`config.mk`:
```
export PLATFORM = sky130hd
export DESIGN_NAME = usmp_top
export DESIGN_NICKNAME = d
export VERILOG_FILES = /design/src/usmp_pkg.sv /design/src/usmp_chan_if.sv /design/src/usmp_baud_gen.sv /design/src/usmp_pin_mux.sv /design/src/usmp_top.sv
export SDC_FILE = /design/constraint.sdc
export NUM_CORES = 1
export LEC_CHECK = 0
export BUFFER_PORTS_ARGS = -buffer_cell sky130_fd_sc_hd__buf_2
export CORE_ASPECT_RATIO = 0.5
export CORE_MARGIN = 8
export CORE_UTILIZATION = 35
export DETAILED_ROUTE_END_ITERATION = 12
export PLACE_DENSITY = 0.52
export SLEW_MARGIN = 20
export SYNTH_ARGS = -nofsm -noshare
export SYNTH_HDL_FRONTEND = slang
export SYNTH_SLANG_ARGS = --single-unit
```
`constraint.sdc`:
```
create_clock -name mclk -period 2.8 [get_ports mclk]
set_clock_uncertainty 0.05 [all_clocks]
set_input_delay 0 -clock mclk [delete_from_list [all_inputs] [get_ports mclk]]
set_output_delay 0 -clock mclk [all_outputs]
set_load 0.05 [all_outputs]
```
`src/usmp_pkg.sv`:
```
// usmp_pkg: constants shared by the serial and modem pin logic of both channels
// assumes one 250 MHz clock (mclk) and a synchronous active-low reset
package usmp_pkg;

  // register port geometry
  localparam int unsigned ADDR_W       = 4;
  localparam int unsigned DATA_W       = 8;
  localparam int unsigned CHAN_BIT     = 3;      // address bit that picks the channel
  localparam int unsigned NUM_CHAN     = 2;

  // register offsets inside one channel bank
  localparam logic [2:0] OFS_MODEM_CTL = 3'h0;   // modem_control_reg
  localparam logic [2:0] OFS_INT_EN    = 3'h1;   // interrupt_enable_reg
  localparam logic [2:0] OFS_ENH_FEAT  = 3'h2;   // enhanced_feature_reg
  localparam logic [2:0] OFS_ALT_FUNC  = 3'h3;   // alternate_function_reg
  localparam logic [2:0] OFS_DIV_LO    = 3'h4;   // baud divisor, low byte
  localparam logic [2:0] OFS_DIV_HI    = 3'h5;   // baud divisor, high byte
  localparam logic [2:0] OFS_MODEM_STS = 3'h6;   // modem input levels and deltas
  localparam logic [2:0] OFS_PIN_STS   = 3'h7;   // readback of driven pins

  // modem_control_reg fields
  localparam int unsigned MCR_TERM_RDY = 0;
  localparam int unsigned MCR_REQ_SEND = 1;
  localparam int unsigned MCR_GEN_OUT2 = 3;
  localparam int unsigned MCR_IR_MODE  = 6;
  // enhanced_feature_reg fields
  localparam int unsigned EFR_AUTO_RTS = 6;
  localparam int unsigned EFR_AUTO_CTS = 7;
  // interrupt_enable_reg fields
  localparam int unsigned IER_RTS_EN   = 6;
  localparam int unsigned IER_CTS_EN   = 7;
  // alternate_function_reg fields
  localparam int unsigned AFR_BCAST    = 0;
  localparam int unsigned AFR_MF_LSB   = 1;      // two-bit field, bits 1-2
  localparam int unsigned AFR_IR_INV   = 4;      // invert infrared receive input

  // multi-function pin selection
  typedef enum logic [1:0] {
    MF_GEN_OUT2 = 2'h0,
    MF_BAUD_CLK = 2'h1,
    MF_RX_READY = 2'h2,
    MF_SPARE    = 2'h3
  } usmp_mf_sel_t;

  // reset values
  localparam logic [7:0]  RST_REG8     = 8'h00;
  localparam logic [15:0] RST_DIVISOR  = 16'h0001;
  localparam logic [3:0]  RST_MODEM_IN = 4'hf;   // inactive (high) modem inputs

  // timing
  localparam int unsigned CLK_PERIOD_NS = 4;
  localparam int unsigned RESET_MIN_NS  = 40;
  localparam int unsigned RESET_MIN_CYC = (RESET_MIN_NS + CLK_PERIOD_NS - 1) / CLK_PERIOD_NS;

endpackage

```
`src/usmp_chan_if.sv`:
```
// usmp_chan_if: control bundle from one channel's register bank to its pin and baud logic
// assumes every member is driven in the mclk domain
`timescale 1ns/1ns
interface usmp_chan_if;
  logic [7:0]  modemCtl;     // modem_control_reg
  logic [7:0]  intEn;        // interrupt_enable_reg
  logic [7:0]  enhFeat;      // enhanced_feature_reg
  logic [7:0]  altFunc;      // alternate_function_reg
  logic [15:0] divisor;      // baud divisor
  logic        baudClk;      // baud rate clock level
  logic        baudTick;     // one-cycle pulse per baud period

  // register bank side
  modport regs (output modemCtl, output intEn, output enhFeat, output altFunc, output divisor,
                input baudClk, input baudTick);
  // baud generator side
  modport baud (input divisor, output baudClk, output baudTick);
  // pin logic side
  modport pins (input modemCtl, input intEn, input enhFeat, input altFunc, input baudClk);
endinterface

```
`src/usmp_baud_gen.sv`:
```
// usmp_baud_gen: divides mclk by the channel divisor into a baud clock and tick
// assumes divisor is stable between writes; zero is treated as one
`timescale 1ns/1ns
module usmp_baud_gen (
  input  wire logic mclk,
  input  wire logic rst_n,
  usmp_chan_if.baud bus
);
  logic [15:0] cnt_ff;       // down counter inside one baud period
  logic [15:0] nxt_cnt;
  logic        clk_ff;       // baud clock level
  logic        nxt_clk;
  logic        tick_ff;      // end-of-period pulse
  logic        nxt_tick;
  logic [15:0] half;         // point where the clock goes high

  // next counter and clock values
  always_comb
  begin
    half     = bus.divisor >> 1;
    nxt_tick = 1'b0;
    nxt_cnt  = cnt_ff - 16'h0001;
    nxt_clk  = clk_ff;
    if (cnt_ff <= 16'h0001)
    begin
      // reload; a divisor of zero would stall, so it runs as one
      nxt_cnt  = (bus.divisor == 16'h0000) ? 16'h0001 : bus.divisor;
      nxt_tick = 1'b1;
      nxt_clk  = 1'b0;
    end
    else if (cnt_ff <= half)
    begin
      nxt_clk = 1'b1;
    end
  end

  // registers only
  always_ff @(posedge mclk)
  begin
    if (!rst_n)
    begin
      cnt_ff  <= usmp_pkg::RST_DIVISOR;
      clk_ff  <= 1'b0;
      tick_ff <= 1'b0;
    end
    else
    begin
      cnt_ff  <= nxt_cnt;
      clk_ff  <= nxt_clk;
      tick_ff <= nxt_tick;
    end
  end

  assign bus.baudClk  = clk_ff;
  assign bus.baudTick = tick_ff;
endmodule

```
`src/usmp_pin_mux.sv`:
```
// usmp_pin_mux: per-channel serial and modem pin drive, registered
// assumes the core gives a standard tx level (idle high) and an infrared pulse (idle low)
`timescale 1ns/1ns
module usmp_pin_mux (
  input  wire logic mclk,
  input  wire logic rst_n,
  usmp_chan_if.pins ctl,
  input  wire logic coreTxSerial,
  input  wire logic coreTxIrPulse,
  input  wire logic coreRxAboveTrigger,
  input  wire logic coreRxDataReady,
  input  wire logic serialIn,
  input  wire logic clearToSendIn_n,
  output logic      serialOut,
  output logic      requestToSendOut_n,
  output logic      terminalReadyOut_n,
  output logic      multiFunctionOut_n,
  output logic      coreRxLine,
  output logic      coreTxHalt
);
  logic irMode;              // infrared encoder and decoder selected
  logic autoRts;             // automatic request-to-send active
  logic autoCts;             // automatic clear-to-send active
  usmp_pkg::usmp_mf_sel_t mfSel;
  logic tx_ff, nxt_tx;
  logic rts_ff, nxt_rts;
  logic dtr_ff, nxt_dtr;
  logic mf_ff, nxt_mf;
  logic rx_ff, nxt_rx;
  logic halt_ff, nxt_halt;

  // next pin values
  always_comb
  begin
    irMode  = ctl.modemCtl[usmp_pkg::MCR_IR_MODE];
    autoRts = ctl.enhFeat[usmp_pkg::EFR_AUTO_RTS] & ctl.intEn[usmp_pkg::IER_RTS_EN];
    autoCts = ctl.enhFeat[usmp_pkg::EFR_AUTO_CTS] & ctl.intEn[usmp_pkg::IER_CTS_EN];
    mfSel   = usmp_pkg::usmp_mf_sel_t'(ctl.altFunc[usmp_pkg::AFR_MF_LSB +: 2]);
    // standard idles high, infrared idles low
    nxt_tx  = irMode ? coreTxIrPulse : coreTxSerial;
    // inversion sits ahead of the decoder; standard path passes untouched
    nxt_rx  = irMode ? (serialIn ^ ctl.altFunc[usmp_pkg::AFR_IR_INV]) : serialIn;
    // auto flow only withdraws a request that software has already made
    nxt_rts = ~(ctl.modemCtl[usmp_pkg::MCR_REQ_SEND] & ~(autoRts & coreRxAboveTrigger));
    nxt_halt = autoCts & clearToSendIn_n;
    nxt_dtr = ~ctl.modemCtl[usmp_pkg::MCR_TERM_RDY];
    case (mfSel)
      usmp_pkg::MF_GEN_OUT2: nxt_mf = ~ctl.modemCtl[usmp_pkg::MCR_GEN_OUT2];
      usmp_pkg::MF_BAUD_CLK: nxt_mf = ctl.baudClk;
      usmp_pkg::MF_RX_READY: nxt_mf = ~coreRxDataReady;
      default:               nxt_mf = 1'b1;  // spare code parks the pin inactive
    endcase
  end

  // registers only; reset parks tx high and rx at standard idle
  always_ff @(posedge mclk)
  begin
    if (!rst_n)
    begin
      tx_ff   <= 1'b1;
      rx_ff   <= 1'b1;
      rts_ff  <= 1'b1;
      dtr_ff  <= 1'b1;
      mf_ff   <= 1'b1;
      halt_ff <= 1'b0;
    end
    else
    begin
      tx_ff   <= nxt_tx;
      rx_ff   <= nxt_rx;
      rts_ff  <= nxt_rts;
      dtr_ff  <= nxt_dtr;
      mf_ff   <= nxt_mf;
      halt_ff <= nxt_halt;
    end
  end

  assign serialOut          = tx_ff;
  assign coreRxLine         = rx_ff;
  assign requestToSendOut_n = rts_ff;
  assign terminalReadyOut_n = dtr_ff;
  assign multiFunctionOut_n = mf_ff;
  assign coreTxHalt         = halt_ff;
endmodule

```
`src/usmp_top.sv`:
```
// usmp_top: serial and modem pin logic for both channels with their control registers
// assumes a simple register port (read data one cycle later) and a UART core per channel
// Function
// - standard mode: tx high in reset, idle
// - infrared mode: interface idles low
// - software inversion of infrared rx before decoder
// - request-to-send is general output, auto flow
// - clear-to-send general input, auto flow usable
// - set-ready, carrier, ring inputs: status only
// - terminal-ready active low, software driven
// - multi-function pin: one of three functions
// - general output two low when bit set
// - general output two bit resets to zero
// - baud clock function drives baud clock
// - receive-ready function: active-low receiver status
// - reset clears registers except the divisor (loads one), tx high, rx ignored
`timescale 1ns/1ns
module usmp_top (
  input  wire logic        mclk,
  input  wire logic        rst_n,
  input  wire logic [3:0]  regAddr,
  input  wire logic [7:0]  regWrData,
  input  wire logic        regWrite,
  input  wire logic        regRead,
  output logic      [7:0]  regRdData,
  input  wire logic [1:0]  coreTxSerial,
  input  wire logic [1:0]  coreTxIrPulse,
  input  wire logic [1:0]  coreRxAboveTrigger,
  input  wire logic [1:0]  coreRxDataReady,
  output logic      [1:0]  coreRxLine,
  output logic      [1:0]  coreTxHalt,
  output logic      [1:0]  coreBaudTick,
  input  wire logic        serialInFirstChannel,
  input  wire logic        serialInSecondChannel,
  output logic             serialOutFirstChannel,
  output logic             serialOutSecondChannel,
  output logic      [1:0]  requestToSendOut_n,
  input  wire logic [1:0]  clearToSendIn_n,
  output logic      [1:0]  terminalReadyOut_n,
  input  wire logic [1:0]  setReadyIn_n,
  input  wire logic [1:0]  carrierDetectIn_n,
  input  wire logic [1:0]  ringIndicatorIn_n,
  output logic      [1:0]  multiFunctionOut_n
);
  logic [1:0]  serialIn;         // receive pins gathered per channel
  logic [1:0]  serialOut;        // transmit pins gathered per channel
  logic [1:0]  broadcast;        // channel asks writes to reach both banks
  logic [7:0]  chanRd [2];       // per-channel read data
  logic [7:0]  rd_ff;            // read data register
  logic [7:0]  nxt_rd;

  // write hits this bank directly or by broadcast from either channel
  function automatic logic bankWrite(input logic [3:0] addr, input logic wr,
                                     input int unsigned ch, input logic bc);
    bankWrite = wr & ((addr[usmp_pkg::CHAN_BIT] == ch[0]) | bc);
  endfunction

  // read hits this bank only through its own select bit
  function automatic logic bankRead(input logic [3:0] addr, input logic rd,
                                    input int unsigned ch);
    bankRead = rd & (addr[usmp_pkg::CHAN_BIT] == ch[0]);
  endfunction

  // pins gathered per channel
  assign serialIn[0]            = serialInFirstChannel;
  assign serialIn[1]            = serialInSecondChannel;
  assign serialOutFirstChannel  = serialOut[0];
  assign serialOutSecondChannel = serialOut[1];

  // one bank and pin set per channel
  genvar gc;
  generate
    for (gc = 0; gc < usmp_pkg::NUM_CHAN; gc++)
    begin : g_chan
      usmp_chan_if chIf ();          // this channel's control bundle

      logic [7:0]  mcr_ff;           // modem_control_reg
      logic [7:0]  nxt_mcr;
      logic [7:0]  ier_ff;           // interrupt_enable_reg
      logic [7:0]  nxt_ier;
      logic [7:0]  efr_ff;           // enhanced_feature_reg
      logic [7:0]  nxt_efr;
      logic [7:0]  afr_ff;           // alternate_function_reg
      logic [7:0]  nxt_afr;

      logic [15:0] div_ff;           // baud divisor
      logic [15:0] nxt_div;

      logic [3:0]  prev_ff;          // last sampled modem inputs, {cd,ri,dsr,cts}
      logic [3:0]  nxt_prev;
      logic [3:0]  delta_ff;         // sticky change flags
      logic [3:0]  nxt_delta;

      logic [3:0]  modemIn;          // raw modem inputs, active low
      logic [3:0]  change;           // change events this cycle

      logic        wrHit;
      logic        rdHit;

      // control register next values
      always_comb
      begin
        wrHit   = bankWrite(regAddr, regWrite, gc, broadcast[0] | broadcast[1]);

        // hold unless written
        nxt_mcr = mcr_ff;
        nxt_ier = ier_ff;
        nxt_efr = efr_ff;
        nxt_afr = afr_ff;
        nxt_div = div_ff;
        if (wrHit)
        begin
          // decode of the low address bits within the bank
          if (regAddr[2:0] == usmp_pkg::OFS_MODEM_CTL)
          begin
            nxt_mcr = regWrData;
          end
          else if (regAddr[2:0] == usmp_pkg::OFS_INT_EN)
          begin
            nxt_ier = regWrData;
          end
          else if (regAddr[2:0] == usmp_pkg::OFS_ENH_FEAT)
          begin
            nxt_efr = regWrData;
          end
          else if (regAddr[2:0] == usmp_pkg::OFS_ALT_FUNC)
          begin
            nxt_afr = regWrData;
          end
          // bytes land independently
          else if (regAddr[2:0] == usmp_pkg::OFS_DIV_LO)
          begin
            nxt_div = {div_ff[15:8], regWrData};
          end
          else if (regAddr[2:0] == usmp_pkg::OFS_DIV_HI)
          begin
            nxt_div = {regWrData, div_ff[7:0]};
          end
          // status offsets are read-only; writes there are dropped
        end
      end

      // control registers only
      always_ff @(posedge mclk)
      begin
        if (!rst_n)
        begin
          // mf pin starts inactive
          mcr_ff <= usmp_pkg::RST_REG8;
          ier_ff <= usmp_pkg::RST_REG8;
          efr_ff <= usmp_pkg::RST_REG8;
          afr_ff <= usmp_pkg::RST_REG8;
          div_ff <= usmp_pkg::RST_DIVISOR;
        end
        else
        begin
          mcr_ff <= nxt_mcr;
          ier_ff <= nxt_ier;
          efr_ff <= nxt_efr;
          afr_ff <= nxt_afr;
          div_ff <= nxt_div;
        end
      end

      // modem input tracking; these inputs feed status only, except cts, which also drives the auto-cts transmit halt
      always_comb
      begin
        modemIn   = {carrierDetectIn_n[gc], ringIndicatorIn_n[gc],
                     setReadyIn_n[gc], clearToSendIn_n[gc]};
        rdHit     = bankRead(regAddr, regRead, gc);
        change    = modemIn ^ prev_ff;
        // ring flag only on the trailing edge, when the pin returns high
        change[2] = modemIn[2] & ~prev_ff[2];
        nxt_prev  = modemIn;

        nxt_delta = delta_ff;
        if (rdHit && (regAddr[2:0] == usmp_pkg::OFS_MODEM_STS))
        begin
          nxt_delta = 4'h0;          // read clears
        end
        nxt_delta = nxt_delta | change; // a change in the clear cycle survives
      end

      // modem tracking registers only
      always_ff @(posedge mclk)
      begin
        if (!rst_n)
        begin
          prev_ff  <= usmp_pkg::RST_MODEM_IN;
          delta_ff <= 4'h0;
        end
        else
        begin
          prev_ff  <= nxt_prev;
          delta_ff <= nxt_delta;
        end
      end

      // read mux for this bank
      always_comb
      begin
        if (regAddr[2:0] == usmp_pkg::OFS_MODEM_CTL)
        begin
          chanRd[gc] = mcr_ff;
        end
        else if (regAddr[2:0] == usmp_pkg::OFS_INT_EN)
        begin
          chanRd[gc] = ier_ff;
        end
        else if (regAddr[2:0] == usmp_pkg::OFS_ENH_FEAT)
        begin
          chanRd[gc] = efr_ff;
        end
        else if (regAddr[2:0] == usmp_pkg::OFS_ALT_FUNC)
        begin
          chanRd[gc] = afr_ff;
        end
        else if (regAddr[2:0] == usmp_pkg::OFS_DIV_LO)
        begin
          chanRd[gc] = div_ff[7:0];
        end
        else if (regAddr[2:0] == usmp_pkg::OFS_DIV_HI)
        begin
          chanRd[gc] = div_ff[15:8];
        end

        else if (regAddr[2:0] == usmp_pkg::OFS_MODEM_STS)
        begin
          // upper nibble shows inputs as asserted-high
          chanRd[gc] = {~prev_ff, delta_ff};
        end
        else
        begin
          // pin readback: what this channel is driving right now
          chanRd[gc] = {4'h0, multiFunctionOut_n[gc], terminalReadyOut_n[gc],
                        requestToSendOut_n[gc], serialOut[gc]};
        end
      end

      // bundle towards baud and pins
      assign broadcast[gc]     = afr_ff[usmp_pkg::AFR_BCAST];
      assign chIf.modemCtl     = mcr_ff;
      assign chIf.intEn        = ier_ff;
      assign chIf.enhFeat      = efr_ff;
      assign chIf.altFunc      = afr_ff;
      assign chIf.divisor      = div_ff;
      assign coreBaudTick[gc]  = chIf.baudTick;

      // baud rate clock for this channel
      usmp_baud_gen u_baud (
        .mclk  (mclk),
        .rst_n (rst_n),
        .bus   (chIf.baud)
      );

      // pin drive for this channel; standard rx is the far end's to keep idle high, infrared rx can be inverted by software
      usmp_pin_mux u_pins (
        .mclk               (mclk),
        .rst_n              (rst_n),
        .ctl                (chIf.pins),
        .coreTxSerial       (coreTxSerial[gc]),
        .coreTxIrPulse      (coreTxIrPulse[gc]),
        .coreRxAboveTrigger (coreRxAboveTrigger[gc]),
        .coreRxDataReady    (coreRxDataReady[gc]),
        .serialIn           (serialIn[gc]),
        .clearToSendIn_n    (clearToSendIn_n[gc]),
        .serialOut          (serialOut[gc]),
        .requestToSendOut_n (requestToSendOut_n[gc]),
        .terminalReadyOut_n (terminalReadyOut_n[gc]),
        .multiFunctionOut_n (multiFunctionOut_n[gc]),
        .coreRxLine         (coreRxLine[gc]),
        .coreTxHalt         (coreTxHalt[gc])
      );
    end
  endgenerate

  // read data pick; idle cycles return zero
  always_comb
  begin
    nxt_rd = 8'h00;
    if (regRead)
    begin
      // the channel bit picks the bank
      nxt_rd = chanRd[regAddr[usmp_pkg::CHAN_BIT]];
    end
  end

  // read data register only
  always_ff @(posedge mclk)
  begin
    if (!rst_n)
    begin
      // no stale data after reset
      rd_ff <= 8'h00;
    end
    else
    begin
      rd_ff <= nxt_rd;
    end
  end

  assign regRdData = rd_ff;
endmodule

```
==> reports/summary.txt <==
Status = finished, final reports clean
Wirelength per Cell = 20.8 um
Worst path most repeated cell = or4_4
Clock Latency Late Sink = 0.45 ns
Drt total wl = 28600 um
Post-route total power = 0.00805 W
Crit path DAT = 2.90 ns
Gate Count Post-Synth = 982
Final Setup Violations = 0
Port bufs = 55
Synth cell types = 56
Final hold violations = 0
Largest net degree at the start of global routing = 119
Pins Over Slew Limit = 0
Max-cap violations = 0
DRT antenna net count = 0
Post-route cell area = 9830 um2
FMAX = 0.380 GHz
Post-CTS sizing = 0
Area of the multi-input gates = 4430 um2
Core area = 23700 um2
CTS buffer count = 17
Initial antenna violation count = 0
Crit-path leading delay family = simple AND/OR/NAND/NOR gates
Die H = 125 um
Pwr/cell area = 819 nW/um2
DP Area = 8940 um2
Avg Inst Size Synth = 8.48 um2
Residual DRC = 0
Root Driver = clkbuf_16
Synth area leaders = dfxtp_1 (40%), mux2i_1 (9.1%), a21oi_1 (5.5%), ha_1 (5.1%), nor2_1 (4.7%)
Syn. warnings = 0
Synth Register Bits = 168
First-pass GRT wire length = 43800 um
Row count = 40
Fin Setup TNS = 0 ns
Mapped Nets = 1050
RSZ-0062 raised after global routing = false
Post-synth EDFFs = 0
Commonest non-fill, non-tap cell in the layout = dfxtp_1
Htree depth = 4
CTS Buffer Depth = 2
Vias after detailed routing = 7469
FFs w/ async S/R, synth = 0
Nets@finish = 1114
Number of global-route vias before repair = 7000
Synth Cell Area = 8330 um2
Synth area leader = dfxtp_1
Worst setup EP type = flop
TritonCTS clock tree = built
Crit path time final = 2.63 ns
Fillers = 2384
CP required = 3.07 ns
Most frequent cells in the layout = dfxtp_1 (168), nor2_1 (104), a21oi_1 (91), mux2i_1 (76), nand2_1 (76)
Synth Flop Type = dfxtp_1
Rel. slew slack = 0.530
Full die area = 29300 um2
Fin util = 0.415
Die W = 234 um
First drt pass iteration count = 6
Slowest cell on the critical path = or4_4
Crit path max fanout = 13
Gpl congestion = 0.855
GRT Total Usage = 0.197
Peak VDD IR = 0.000371 V
Layout cell share with drive strength beyond 1 = 0.125
Worst-margin pin slew = 0.705 ns
Diodes inserted = 0
Register Area = 3360 um2
Placed wire-length estimate = 20600 um
Hold Path Class = in2reg
Crit Path Class = reg2reg
CP startpoint kind = flop
Synth top area share = 0.404
Initial DRC Count = 993
CTS sink cnt = 168
Clock transition at path regs = 0.06 ns
Seq/Total Area, Yosys = 0.404
P&R area growth vs syn = 18.0%
Ports = 56
Congestion Overflow GR = 0
Initial Util = 0.352
Buffers and inverters on the worst path = 0
Final worst-path cycle share = 0.941
Crit-path cells = or4_4, or4_4, or4_4, a311oi_1, o21ai_1
CP peak stage delay = 0.66 ns
Routed vias/inst = 5.44
Standby leakage power = 3.88 nW
==> worst paths after layout <==
| check | from | endpoint | slack [ns] | cells past startpoint |
|---|---|---|---|---|
| max | g_chan[1].u_baud.cnt_ff[9] | g_chan[1].u_baud.cnt_ff[0] | 0.17 | 5 |
| min reg2reg | g_chan[0].chIf.modemCtl[0] | g_chan[0].u_pins.terminalReadyOut_n | 0.36 | 1 |
| min | regRead | g_chan[0].delta_ff[2] | 0.04 | 4 |
| max reg2reg | g_chan[1].u_baud.cnt_ff[9] | g_chan[1].u_baud.cnt_ff[0] | 0.17 | 5 |
==> cell usage after synthesis (5+ instances only) <==
library cell,instances
dfxtp_1,168
nor2_1,104
a21oi_1,91
mux2i_1,76
nand2_1,76
clkbuf_1,58
nand3_1,52
o21ai_0,45
inv_1,42
ha_1,34
xnor2_1,18
nand2b_1,17
nor4_1,14
xor2_1,14
buf_4,12
o221ai_1,12
a211oi_1,11
nor2b_1,11
o22ai_1,9
nor3_1,8
a211oi_2,7
a31oi_1,6
and3_1,6
nand4_1,6
or4_1,6
a2111oi_0,5
==> stage by stage <==
stage	worst slack, ns	std cells	hold WS [ns]
finish	0.166	1372	0.0353
global route	0.0454	1372	0.0340
CTS	0.169	1372	0.00345
detailed placement	0.185	1309	0.150
global placement	0.228	1309	0.146
floorplan	0.366	982	0.0515
==> power breakdown <==
| part | internal [W] | switching [W] |
|---|---|---|
| Sequential | 0.00266 | 0.000326 |
| Clock | 0.00137 | 0.000966 |
| Combinational | 0.00118 | 0.00153 |
==> repair_timing <==
item,in CTS,in global routing
hold endpoints to repair,91,0
buffers inserted,0,0
hold buffers,33,0
==> tightest hold or removal path: stages <==
cell	delay (ns)
buf_2	0.12
nand4b_1	0.21
a21oi_1	0.10
nor2_1	0.07
==> logic make-up after synthesis <==
kind of cell	after synthesis	synth area share
adder cells (fa/ha/maj)	34	0.0511
buffers and inverters	124	0.0642
XOR/XNOR	32	0.0337
flip-flops	168	0.404
AND/OR/NAND/NOR	321	0.183
multiplexers	76	0.0913
AO/OA/AOI/OAI	227	0.173
==> state kept, by name, indices dropped and copies added (netlist names) <==
register and count:
g_chan.chIf.modemCtl 16, g_chan.chIf.intEn 16, g_chan.prev_ff 8, g_chan.u_pins.serialOut 2, g_chan.delta_ff 8, g_chan.u_baud.bus.baudClk 2
g_chan.u_pins.coreRxLine 2, regRdData 8, g_chan.chIf.divisor 32, g_chan.u_pins.coreTxHalt 2, g_chan.chIf.enhFeat 16, g_chan.u_pins.terminalReadyOut_n 2
g_chan.u_pins.multiFunctionOut_n 2, g_chan.u_baud.bus.baudTick 2, g_chan.u_pins.requestToSendOut_n 2, g_chan.u_baud.cnt_ff 32, g_chan.afr_ff 16
==> layer usage <==
metal | global-route usage | vias to the layer above | routed length (um)
li1 | - | 3593 | -
met1 | 0.324 | 3544 | 15300
met2 | 0.225 | 316 | 9840
met3 | 0.0743 | 16 | 3210
met4 | 0.0335 | 0 | 178
met5 | 0 | - | 0
==> cell type report <==
class / count / share of cell area
timing repair buffer: 125 / 0.0924
sequential: 168 / 0.342
clock buffer: 27 / 0.0502
multi-input combinational: 690 / 0.451
clock inverter: 3 / 0.00662
tap: 315 / 0.0401
inverter: 44 / 0.0171
Note: power is estimated with default switching activity, not from simulation.
